### src/oad_pkg.sv
package oad_pkg;
    // postbyte forms and modes
    typedef enum logic [3:0] {
        OAD_REGISTER_ONLY_MODE,
        OAD_INLINE_OPERAND_MODE,
        OAD_DIRECT_MODE,
        OAD_FULL_ADDRESS_MODE,
        OAD_RELATIVE_MODE,
        OAD_INDEXED_MODE
    } oad_mode_t;

    typedef enum logic [3:0] {
        OAD_FORM_SHORT,
        OAD_FORM_ADJUST,
        OAD_FORM_NINE,
        OAD_FORM_SIXTEEN,
        OAD_FORM_IND_SIXTEEN,
        OAD_FORM_ACC_A,
        OAD_FORM_ACC_B,
        OAD_FORM_ACC_D,
        OAD_FORM_IND_D
    } oad_form_t;

    // base register selection in the rr field
    localparam logic [1:0] OAD_RR_INDEX_X = 2'h0;
    localparam logic [1:0] OAD_RR_INDEX_Y = 2'h1;
    localparam logic [1:0] OAD_RR_STACK   = 2'h2;
    localparam logic [1:0] OAD_RR_PC      = 2'h3;

    localparam logic [7:0] OAD_PAGE2_PREFIX = 8'h18;
    localparam logic [2:0] OAD_LONG_TAG     = 3'h7;
    localparam int         OAD_POS_RR       = 6;
    localparam int         OAD_POS_LONG_RR  = 3;
    localparam int         OAD_POS_ADJ      = 5;
    localparam int         OAD_POS_PRE_POST = 4;
    localparam int         OAD_POS_Z        = 1;
    localparam int         OAD_MIN_QUEUE    = 3;

    // flag positions in the condition flags register
    localparam int OAD_CF_STOP_DIS = 7;
    localparam int OAD_CF_XMASK    = 6;
    localparam int OAD_CF_HALF     = 5;
    localparam int OAD_CF_IMASK    = 4;
    localparam int OAD_CF_NEG      = 3;
    localparam int OAD_CF_ZERO     = 2;
    localparam int OAD_CF_OVF      = 1;
    localparam int OAD_CF_CARRY    = 0;
    localparam logic [7:0] OAD_CF_RESET = 8'hd0;
    localparam logic [15:0] OAD_REG_RESET = 16'h0000;
endpackage : oad_pkg

### src/oad_postbyte_decode.sv
`timescale 1ns/1ps
module oad_postbyte_decode
    import oad_pkg::*;
(
    // postbyte in
    input  wire logic [7:0] indexing_postbyte_i,
    // decoded fields
    output oad_form_t       form_o,
    output logic [1:0]      base_sel_o,
    output logic [1:0]      ext_bytes_o,
    output logic            pre_adjust_o,
    output logic [15:0]     const_off_o
);
    always_comb
    begin
        form_o       = OAD_FORM_SHORT;
        base_sel_o   = indexing_postbyte_i[OAD_POS_RR +: 2];
        ext_bytes_o  = 2'h0;
        pre_adjust_o = 1'b0;
        const_off_o  = 16'h0000;
        if (indexing_postbyte_i[7:5] == OAD_LONG_TAG)
        begin
            base_sel_o = indexing_postbyte_i[OAD_POS_LONG_RR +: 2];
            unique case (indexing_postbyte_i[2:0])
                3'h0, 3'h1:
                begin
                    form_o      = OAD_FORM_NINE;
                    ext_bytes_o = 2'h1;
                end
                3'h2:
                begin
                    form_o      = OAD_FORM_SIXTEEN;
                    ext_bytes_o = 2'h2;
                end
                3'h3:
                begin
                    form_o      = OAD_FORM_IND_SIXTEEN;
                    ext_bytes_o = 2'h2;
                end
                3'h4: form_o = OAD_FORM_ACC_A;
                3'h5: form_o = OAD_FORM_ACC_B;
                3'h6: form_o = OAD_FORM_ACC_D;
                3'h7: form_o = OAD_FORM_IND_D;
            endcase
        end
        else if (indexing_postbyte_i[OAD_POS_ADJ])
        begin
            form_o       = OAD_FORM_ADJUST;
            pre_adjust_o = ~indexing_postbyte_i[OAD_POS_PRE_POST];
            // nnnn is 4-bit signed; non-negative codes mean +1..+8
            if (indexing_postbyte_i[3])
                const_off_o = {{12{1'b1}}, indexing_postbyte_i[3:0]};
            else
                const_off_o = {12'h000, indexing_postbyte_i[3:0]} + 16'h0001;
        end
        else
        begin
            const_off_o = {{11{indexing_postbyte_i[4]}}, indexing_postbyte_i[4:0]};
        end
    end
endmodule : oad_postbyte_decode

### src/oad_flag_unit.sv
`timescale 1ns/1ps
module oad_flag_unit
    import oad_pkg::*;
(
    // clock and reset
    input  wire logic       clk_i,
    input  wire logic       srst_i,
    // flag update
    input  wire logic       flags_we_i,
    input  wire logic [7:0] flags_i,
    // flag state
    output logic [7:0]      condition_flags_register_o,
    output logic            half_carry_o,
    output logic            branch_taken_o,
    input  wire logic [3:0] branch_cond_i
);
    typedef struct packed {
        logic [7:0] flags;
        logic       take;
    } oad_fu_state_t;

    oad_fu_state_t state_ff;
    oad_fu_state_t nxt_state;
    logic          n_f;
    logic          z_f;
    logic          v_f;
    logic          c_f;

    // branches see only N, Z, V, C; half carry is kept for the decimal adjust
    assign n_f = state_ff.flags[OAD_CF_NEG];
    assign z_f = state_ff.flags[OAD_CF_ZERO];
    assign v_f = state_ff.flags[OAD_CF_OVF];
    assign c_f = state_ff.flags[OAD_CF_CARRY];

    always_comb
    begin
        nxt_state = state_ff;
        if (flags_we_i)
            nxt_state.flags = flags_i;
        unique case (branch_cond_i[3:1])
            3'h0: nxt_state.take = 1'b1;
            3'h1: nxt_state.take = ~(c_f | z_f);
            3'h2: nxt_state.take = ~c_f;
            3'h3: nxt_state.take = ~z_f;
            3'h4: nxt_state.take = ~v_f;
            3'h5: nxt_state.take = ~n_f;
            3'h6: nxt_state.take = ~(n_f ^ v_f);
            3'h7: nxt_state.take = ~(z_f | (n_f ^ v_f));
        endcase
        nxt_state.take = nxt_state.take ^ branch_cond_i[0];
        if (srst_i)
        begin
            nxt_state.flags = OAD_CF_RESET;
            nxt_state.take  = 1'b0;
        end
    end

    always_ff @(posedge clk_i)
        state_ff <= nxt_state;

    assign condition_flags_register_o = state_ff.flags;
    assign half_carry_o               = state_ff.flags[OAD_CF_HALF];
    assign branch_taken_o             = state_ff.take;
endmodule : oad_flag_unit

### src/oad_operand_decoder.sv
`timescale 1ns/1ps
module oad_operand_decoder
    import oad_pkg::*;
(
    // clock and reset
    input  wire logic        clk_i,
    input  wire logic        srst_i,
    // instruction queue: bytes 0..3 at start of instruction
    input  wire logic        queue_valid_i,
    input  wire logic [7:0]  queue_byte0_i,
    input  wire logic [7:0]  queue_byte1_i,
    input  wire logic [7:0]  queue_byte2_i,
    input  wire logic [7:0]  queue_byte3_i,
    input  wire oad_mode_t   mode_i,
    input  wire logic        word_operand_i,
    output logic             queue_ready_o,
    // pointer fetch from memory bus
    output logic             ptr_req_o,
    output logic [15:0]      ptr_addr_o,
    input  wire logic        ptr_ack_i,
    input  wire logic [7:0]  ptr_hi_i,
    input  wire logic [7:0]  ptr_lo_i,
    // programming model load
    input  wire logic        acc_a_we_i,
    input  wire logic        acc_b_we_i,
    input  wire logic        acc_d_we_i,
    input  wire logic [15:0] wr_data_i,
    input  wire logic        index_x_we_i,
    input  wire logic        index_y_we_i,
    input  wire logic        stack_pointer_we_i,
    // condition flags
    input  wire logic        flags_we_i,
    input  wire logic [7:0]  flags_i,
    input  wire logic [3:0]  branch_cond_i,
    output logic [7:0]       condition_flags_register_o,
    output logic             half_carry_o,
    output logic             branch_taken_o,
    // decode result
    output logic             ea_valid_o,
    output logic [15:0]      ea_o,
    output logic [15:0]      ea_next_o,
    output logic             page2_o,
    output logic [7:0]       opcode_o,
    output logic [2:0]       length_o,
    output logic [15:0]      double_acc_o,
    output logic [15:0]      index_x_o,
    output logic [15:0]      index_y_o,
    output logic [15:0]      stack_pointer_o,
    output logic [15:0]      program_counter_o
);
    typedef enum logic [1:0] {
        OAD_ST_DECODE,
        OAD_ST_PTR_WAIT,
        OAD_ST_DONE
    } oad_state_t;

    typedef struct packed {
        oad_state_t  st;
        logic [7:0]  acc_a;
        logic [7:0]  acc_b;
        logic [15:0] idx_x;
        logic [15:0] idx_y;
        logic [15:0] sp;
        logic [15:0] pc;
        logic [15:0] ea;
        logic        ea_valid;
        logic        ptr_req;
        logic [15:0] ptr_addr;
        logic        page2;
        logic [7:0]  opcode;
        logic [2:0]  length;
    } oad_core_t;

    oad_core_t state_ff;
    oad_core_t nxt_state;

    oad_form_t   pb_form;
    logic [1:0]  pb_base_sel;
    logic [1:0]  pb_ext;
    logic        pb_pre;
    logic [15:0] pb_const;
    logic [7:0]  postbyte;
    logic [7:0]  ext0;
    logic [7:0]  ext1;
    logic        is_page2;

    function automatic logic [15:0] base_of(input logic [1:0] sel, input oad_core_t s);
        unique case (sel)
            OAD_RR_INDEX_X: base_of = s.idx_x;
            OAD_RR_INDEX_Y: base_of = s.idx_y;
            OAD_RR_STACK:   base_of = s.sp;
            OAD_RR_PC:      base_of = s.pc;
        endcase
    endfunction : base_of

    // wraps modulo 64K, so any byte address is legal
    function automatic logic [15:0] add16(input logic [15:0] a, input logic [15:0] b);
        add16 = a + b;
    endfunction : add16

    assign is_page2 = (queue_byte0_i == OAD_PAGE2_PREFIX);
    // after a page-2 prefix the postbyte and first extension byte move one byte along; the second extension byte reads zero
    assign postbyte = is_page2 ? queue_byte2_i : queue_byte1_i;
    assign ext0     = is_page2 ? queue_byte3_i : queue_byte2_i;
    assign ext1     = is_page2 ? 8'h00 : queue_byte3_i;

    oad_postbyte_decode u_pb (
        .indexing_postbyte_i (postbyte),
        .form_o              (pb_form),
        .base_sel_o          (pb_base_sel),
        .ext_bytes_o         (pb_ext),
        .pre_adjust_o        (pb_pre),
        .const_off_o         (pb_const)
    );

    oad_flag_unit u_flags (
        .clk_i                      (clk_i),
        .srst_i                     (srst_i),
        .flags_we_i                 (flags_we_i),
        .flags_i                    (flags_i),
        .condition_flags_register_o (condition_flags_register_o),
        .half_carry_o               (half_carry_o),
        .branch_taken_o             (branch_taken_o),
        .branch_cond_i              (branch_cond_i)
    );

    always_comb
    begin
        logic [15:0] base;
        logic [15:0] dacc;
        logic [15:0] adj;
        logic [2:0]  hdr;
        base = base_of(pb_base_sel, state_ff);
        dacc = {state_ff.acc_a, state_ff.acc_b};
        adj  = add16(base, pb_const);
        hdr  = is_page2 ? 3'h2 : 3'h1;
        nxt_state = state_ff;
        nxt_state.ea_valid = 1'b0;
        if (acc_d_we_i)
        begin
            nxt_state.acc_a = wr_data_i[15:8];
            nxt_state.acc_b = wr_data_i[7:0];
        end
        if (acc_a_we_i)
            nxt_state.acc_a = wr_data_i[7:0];
        if (acc_b_we_i)
            nxt_state.acc_b = wr_data_i[7:0];
        if (index_x_we_i)
            nxt_state.idx_x = wr_data_i;
        if (index_y_we_i)
            nxt_state.idx_y = wr_data_i;
        if (stack_pointer_we_i)
            nxt_state.sp = wr_data_i;
        unique case (state_ff.st)
            OAD_ST_DECODE:
                if (queue_valid_i)
                begin
                    nxt_state.page2  = is_page2;
                    nxt_state.opcode = is_page2 ? queue_byte1_i : queue_byte0_i;
                    nxt_state.st     = OAD_ST_DONE;
                    nxt_state.length = hdr;
                    unique case (mode_i)
                        OAD_REGISTER_ONLY_MODE: nxt_state.ea = 16'h0000;
                        OAD_INLINE_OPERAND_MODE:
                        begin
                            nxt_state.ea     = add16(state_ff.pc, {13'h0000, hdr});
                            nxt_state.length = hdr + (word_operand_i ? 3'h2 : 3'h1);
                        end
                        OAD_DIRECT_MODE:
                        begin
                            nxt_state.ea     = {8'h00, postbyte};
                            nxt_state.length = hdr + 3'h1;
                        end
                        OAD_FULL_ADDRESS_MODE:
                        begin
                            nxt_state.ea     = {postbyte, ext0};
                            nxt_state.length = hdr + 3'h2;
                        end
                        OAD_RELATIVE_MODE:
                        begin
                            // offset is taken from the address after this instruction
                            nxt_state.length = hdr + (word_operand_i ? 3'h2 : 3'h1);
                            nxt_state.ea = add16(add16(state_ff.pc,
                                {13'h0000, nxt_state.length}),
                                word_operand_i ? {postbyte, ext0}
                                               : {{8{postbyte[7]}}, postbyte});
                        end
                        OAD_INDEXED_MODE:
                        begin
                            nxt_state.length = hdr + 3'h1 + {1'b0, pb_ext};
                            unique case (pb_form)
                                OAD_FORM_SHORT: nxt_state.ea = adj;
                                OAD_FORM_ADJUST:
                                begin
                                    nxt_state.ea = pb_pre ? adj : base;
                                    // pc base is not an adjusting choice
                                    unique case (pb_base_sel)
                                        OAD_RR_INDEX_X: nxt_state.idx_x = adj;
                                        OAD_RR_INDEX_Y: nxt_state.idx_y = adj;
                                        OAD_RR_STACK:   nxt_state.sp    = adj;
                                        OAD_RR_PC:      nxt_state.ea    = base;
                                    endcase
                                end
                                OAD_FORM_NINE:
                                    nxt_state.ea = add16(base,
                                        {{8{postbyte[0]}}, ext0});
                                OAD_FORM_SIXTEEN:
                                    nxt_state.ea = add16(base, {ext0, ext1});
                                OAD_FORM_IND_SIXTEEN:
                                begin
                                    nxt_state.ptr_addr = add16(base, {ext0, ext1});
                                    nxt_state.ptr_req  = 1'b1;
                                    nxt_state.st       = OAD_ST_PTR_WAIT;
                                end
                                OAD_FORM_ACC_A:
                                    nxt_state.ea = add16(base, {8'h00, state_ff.acc_a});
                                OAD_FORM_ACC_B:
                                    nxt_state.ea = add16(base, {8'h00, state_ff.acc_b});
                                OAD_FORM_ACC_D:
                                    nxt_state.ea = add16(base, dacc);
                                OAD_FORM_IND_D:
                                begin
                                    nxt_state.ptr_addr = add16(base, dacc);
                                    nxt_state.ptr_req  = 1'b1;
                                    nxt_state.st       = OAD_ST_PTR_WAIT;
                                end
                            endcase
                        end
                        default: nxt_state.ea = 16'h0000;
                    endcase
                end
            OAD_ST_PTR_WAIT:
                if (ptr_ack_i)
                begin
                    nxt_state.ptr_req = 1'b0;
                    nxt_state.ea      = {ptr_hi_i, ptr_lo_i};
                    nxt_state.st      = OAD_ST_DONE;
                end
            OAD_ST_DONE:
            begin
                nxt_state.ea_valid = 1'b1;
                nxt_state.pc = add16(state_ff.pc, {13'h0000, state_ff.length});
                nxt_state.st = OAD_ST_DECODE;
            end
            default: nxt_state.st = OAD_ST_DECODE;
        endcase
        if (srst_i)
        begin
            nxt_state          = '0;
            nxt_state.st       = OAD_ST_DECODE;
            nxt_state.pc       = OAD_REG_RESET;
            nxt_state.sp       = OAD_REG_RESET;
        end
    end

    always_ff @(posedge clk_i)
        state_ff <= nxt_state;

    assign queue_ready_o     = (state_ff.st == OAD_ST_DECODE);
    assign ptr_req_o         = state_ff.ptr_req;
    assign ptr_addr_o        = state_ff.ptr_addr;
    assign ea_valid_o        = state_ff.ea_valid;
    assign ea_o              = state_ff.ea;
    assign ea_next_o         = add16(state_ff.ea, 16'h0001);
    assign page2_o           = state_ff.page2;
    assign opcode_o          = state_ff.opcode;
    assign length_o          = state_ff.length;
    assign double_acc_o      = {state_ff.acc_a, state_ff.acc_b};
    assign index_x_o         = state_ff.idx_x;
    assign index_y_o         = state_ff.idx_y;
    assign stack_pointer_o   = state_ff.sp;
    assign program_counter_o = state_ff.pc;

    chk_direct_page_zero: assert property (@(posedge clk_i) disable iff (srst_i)
        (state_ff.st == OAD_ST_DECODE && queue_valid_i && mode_i == OAD_DIRECT_MODE)
        |=> (state_ff.ea[15:8] == 8'h00
             && state_ff.length == ($past(is_page2) ? 3'h3 : 3'h2)))
        else $error("direct address upper byte not zero");

    chk_done_then_valid: assert property (@(posedge clk_i) disable iff (srst_i)
        (state_ff.st == OAD_ST_DONE) |=> ea_valid_o && queue_ready_o)
        else $error("effective address not presented after decode");

    chk_indirect_ptr_req: assert property (@(posedge clk_i) disable iff (srst_i)
        (state_ff.st == OAD_ST_DECODE && queue_valid_i && mode_i == OAD_INDEXED_MODE
         && (pb_form == OAD_FORM_IND_SIXTEEN || pb_form == OAD_FORM_IND_D))
        |=> ptr_req_o && !ea_valid_o)
        else $error("indirect form did not request pointer");

    chk_ptr_becomes_ea: assert property (@(posedge clk_i) disable iff (srst_i)
        (state_ff.st == OAD_ST_PTR_WAIT && ptr_ack_i)
        |=> ea_o == {$past(ptr_hi_i), $past(ptr_lo_i)} ##1 ea_valid_o)
        else $error("fetched pointer not used as address");

    chk_pc_advances: assert property (@(posedge clk_i) disable iff (srst_i)
        (state_ff.st == OAD_ST_DONE && !srst_i)
        |=> program_counter_o == $past(program_counter_o) + {13'h0000, $past(length_o)})
        else $error("program counter did not advance by length");

    chk_nine_one_ext: assert property (@(posedge clk_i) disable iff (srst_i)
        (state_ff.st == OAD_ST_DECODE && queue_valid_i && mode_i == OAD_INDEXED_MODE
         && pb_form == OAD_FORM_NINE)
        |=> length_o == ($past(is_page2) ? 3'h2 : 3'h1) + 3'h2)
        else $error("nine-bit form length wrong");

    chk_sixteen_two_ext: assert property (@(posedge clk_i) disable iff (srst_i)
        (state_ff.st == OAD_ST_DECODE && queue_valid_i && mode_i == OAD_INDEXED_MODE
         && pb_form == OAD_FORM_SIXTEEN)
        |=> length_o == ($past(is_page2) ? 3'h2 : 3'h1) + 3'h3)
        else $error("sixteen-bit form length wrong");

    chk_double_acc_join: assert property (@(posedge clk_i) disable iff (srst_i)
        (acc_d_we_i && !acc_a_we_i && !acc_b_we_i) |=> double_acc_o == $past(wr_data_i))
        else $error("double accumulator halves misplaced");
endmodule : oad_operand_decoder

### config.mk
export PLATFORM = sky130hd
export DESIGN_NAME = oad_operand_decoder
export DESIGN_NICKNAME = d
export VERILOG_FILES = /design/src/oad_pkg.sv /design/src/oad_postbyte_decode.sv /design/src/oad_flag_unit.sv /design/src/oad_operand_decoder.sv
export SDC_FILE = /design/constraint.sdc
export NUM_CORES = 1
export LEC_CHECK = 0
export ABC_AREA = 1
export BUFFER_PORTS_ARGS = -buffer_cell sky130_fd_sc_hd__buf_4
export CAP_MARGIN = 25
export CORE_MARGIN = 1
export CORE_UTILIZATION = 35
export CTS_CLUSTER_SIZE = 8
export DETAILED_ROUTE_END_ITERATION = 8
export SLEW_MARGIN = 20
export SYNTH_ARGS = -nofsm -noshare
export SYNTH_HDL_FRONTEND = slang
export SYNTH_SLANG_ARGS = --single-unit
### constraint.sdc
create_clock -name clk_i -period 5 [get_ports clk_i]
set_input_delay 1.25 -clock clk_i [delete_from_list [all_inputs] [get_ports clk_i]]
set_output_delay 1.25 -clock clk_i [all_outputs]
set_load 0.02 [all_outputs]
==> impl_metrics.env <==
export IMPL_status="finished clean"
export IMPL_required_ns=5.34
export IMPL_overflow=0
export IMPL_design_core_area_um2=37800
export IMPL_hpwl_um=49100
export IMPL_cts_max_level=4
export IMPL_synth_edf_count=0
export IMPL_worstSkewPairLatency_ns=0.46
export IMPL_gp_congestion=1.03
export IMPL_syn2layout_area_growth_pct=37.9
export IMPL_viasPerCell=5.28
export IMPL_drv_cap=0
export IMPL_yosysUniqueCellTypes=56
export IMPL_crit_path_start_kind="input port"
export IMPL_r2r_slack_ns=1.40
export IMPL_min_period_ns=4.98
export IMPL_ios=245
export IMPL_fin_ws_ns=0.0241
export IMPL_synth_top_area_cell="dfxtp_1"
export IMPL_clkTransAtPathRegs_ns=0.07
export IMPL_crit_type="input port to flop"
export IMPL_antenna_found_initial=0
export IMPL_routed_wl_um=60200
export IMPL_die_h_um=199
export IMPL_synth_area_top_cells="dfxtp_1 20%, nand2_1 10%, ha_1 9.1%, a21oi_1 8.3%, o21ai_0 7.5%"
export IMPL_drtAntennaViolNets=0
export IMPL_fmax_mhz=201
export IMPL_drt_pass1_iter_count=6
export IMPL_p_leak_nw=9.19
export IMPL_hp_class="flop to flop"
export IMPL_synth_nets=2270
export IMPL_ys_warnings_count=0
export IMPL_via_count=16000
export IMPL_internal_power_mw=2.88
export IMPL_setup_violations=0
export IMPL_hold_viol=0
export IMPL_final_common_cell="buf_4"
export IMPL_place_ws_ns=-0.782
export IMPL_rows=71
export IMPL_fin_setup_tns_ns=0
export IMPL_numClockSinks=137
export IMPL_finalHoldWorstSlack_ns=0.464
export IMPL_synth_seq_cells=137
export IMPL_cpMostUsedCell="nand2_2"
export IMPL_cts_path_max_buffers=2
export IMPL_ctsRootBufferMaster="clkbuf_16"
export IMPL_p_per_area_nw_per_um2=258
export IMPL_start_util_pct=35.8
export IMPL_grt_use_total_pct=29.9
export IMPL_synth_top_area_share_pct=20.3
export IMPL_crit_fanout=8
export IMPL_max_stage_delay_ns=0.32
export IMPL_ir_drop_v=0.000255
export IMPL_ys_seq_area_share_pct=20.3
export IMPL_grt_max_degree=56
export IMPL_diodes=0
export IMPL_slew_viol_final=0
export IMPL_power_total_mw=4.81
export IMPL_dominantRegCellSynth="dfxtp_1"
export IMPL_pwr_share_clk_pct=27.4
export IMPL_final_layout_size_suffix_gt1_share_pct=33.6
export IMPL_grt_pass1_vias=15000
export IMPL_numCtsBuffers=17
export IMPL_die_x_um=199
export IMPL_cts_tree="yes"
export IMPL_hold_buffers=0
export IMPL_timing_rr_start="program_counter_o[0]"
export IMPL_grt_pass1_wl_um=88200
export IMPL_fin_nets=2702
export IMPL_crit_path_top_delay_cell="ha_1"
export IMPL_ff2ff_path_depth=21
export IMPL_port_buffers=244
export IMPL_final_period_utilization_pct=99.5
export IMPL_postSynthAreaPerCell_um2=6.54
export IMPL_worst_pin_slew_ns=0.984
export IMPL_async_flop_share_pct=0
export IMPL_relSlewSlack_pct=34.4
export IMPL_dieArea_um2=39500
export IMPL_postSynthCellCount=2070
export IMPL_crit_path_start="queue_byte0_i[7]"
export IMPL_arrival_ns=5.31
export IMPL_final_core_util_pct=49.3
export IMPL_swShare_pct=40.2
export IMPL_hold_start="ptr_req_o"
export IMPL_min_path_cells=2
export IMPL_avgRoutedWirePerCell_um=19.9
export IMPL_rsz0062_at_grt="true"
export IMPL_seq_power_share_pct=25.5
export IMPL_end_kind="flop"
export IMPL_comb_power_share_pct=47.1
export IMPL_drt_iter0_markers=1455
export IMPL_mostFrequentLayoutCells="581 x buf_4, 352 x nand2_1, 212 x inv_1"
export IMPL_power_switching_mw=1.93
export IMPL_finalClockSkew_ns=0.0139
export IMPL_drc=0
export IMPL_synth_area_um2=13500
-- flip-flops by register name, indices dropped and copies added, names as in the netlist, 2 cells and up --
signal,flops
ptr_addr_o,16
opcode_o,8
ea_o,16
state_ff,2
double_acc_o,16
program_counter_o,16
u_flags.condition_flags_register_o,8
length_o,3
index_y_o,16
index_x_o,16
stack_pointer_o,16
-- per-stage QoR --
stage	std cells	cell area (µm²)
2_1_floorplan	2070	13500
3_3_place_gp	2971	17300
3_5_place_dp	2971	17300
4_1_cts	3003	17900
5_1_grt	3026	18700
6_report	3026	18700
-- layout make-up --
class / instances / area, µm²
fillers: 3934 / 19200
inverters: 256 / 978
repair buffers: 597 / 4580
well taps: 511 / 639
flip-flops and latches: 137 / 2740
clock inverters: 14 / 158
clock buffers: 18 / 429
multi-input cells: 1493 / 9150
-- logic make-up after synthesis --
| logic type | count (synthesis) | synth area share (%) |
|---|---|---|
| flip-flops | 137 | 20.3 |
| XOR/XNOR | 61 | 3.94 |
| multiplexers | 19 | 1.55 |
| AND/OR/NAND/NOR | 714 | 23.4 |
| adder cells (fa/ha/maj) | 108 | 10.5 |
| buffers and inverters | 440 | 16.0 |
| AO/OA/AOI/OAI | 591 | 24.2 |
-- worst max-delay path: cells and delay by family --
family | cells | cell delay (ns)
compound gates | 6 | 0.81
fa+ha+maj | 2 | 0.53
buf+inv | 5 | 0.45
simple gates | 25 | 2.23
-- path summary, 6_finish.rpt --
kind	endpoint
worst max register to register	ea_o[12]
worst min-delay path	ptr_req_o
worst min register to register	ptr_req_o
worst max-delay path	ea_o[11]
-- routing by layer --
metal	vias up	part of all wire, %	track usage, %
met4	0	4.2	13.5
li1	7723	-	-
met1	7504	43	38.1
met3	131	6.2	3.58
met2	619	47	50.2
met5	-	0	0
-- synthesized netlist by cell type (10+ instances only) --
| master | number |
|---|---|
| o22ai_1 | 12 |
| nand2_1 | 378 |
| nand2_2 | 18 |
| nor2_1 | 143 |
| mux2_2 | 16 |
| nand3_1 | 94 |
| o21ai_0 | 202 |
| ha_1 | 98 |
| nor3_1 | 22 |
| clkbuf_1 | 41 |
| o21ai_1 | 41 |
| o221ai_1 | 15 |
| buf_2 | 13 |
| a31oi_1 | 17 |
| xor2_1 | 44 |
| fa_1 | 10 |
| inv_1 | 228 |
| dfxtp_1 | 137 |
| a211oi_1 | 12 |
| xnor2_1 | 17 |
| inv_2 | 20 |
| a21oi_1 | 225 |
| o211ai_1 | 27 |
| buf_4 | 125 |
-- repair_timing --
item	CTS	global route
setup buffers	0	23
endpoints found under the setup margin	8	35
pin swaps	0	66
resized for setup	14	158
-- power groups by stage --
stage	clock network (mW)	registers [mW]	logic, mW
floorplan	0	1.22	1.02
global placement	0	1.25	2.10
detailed placement	0	1.25	2.10
CTS	1.34	1.22	2.12
global route	1.37	1.23	2.42
finish	1.32	1.23	2.27
(Power assumes the default switching activity.)
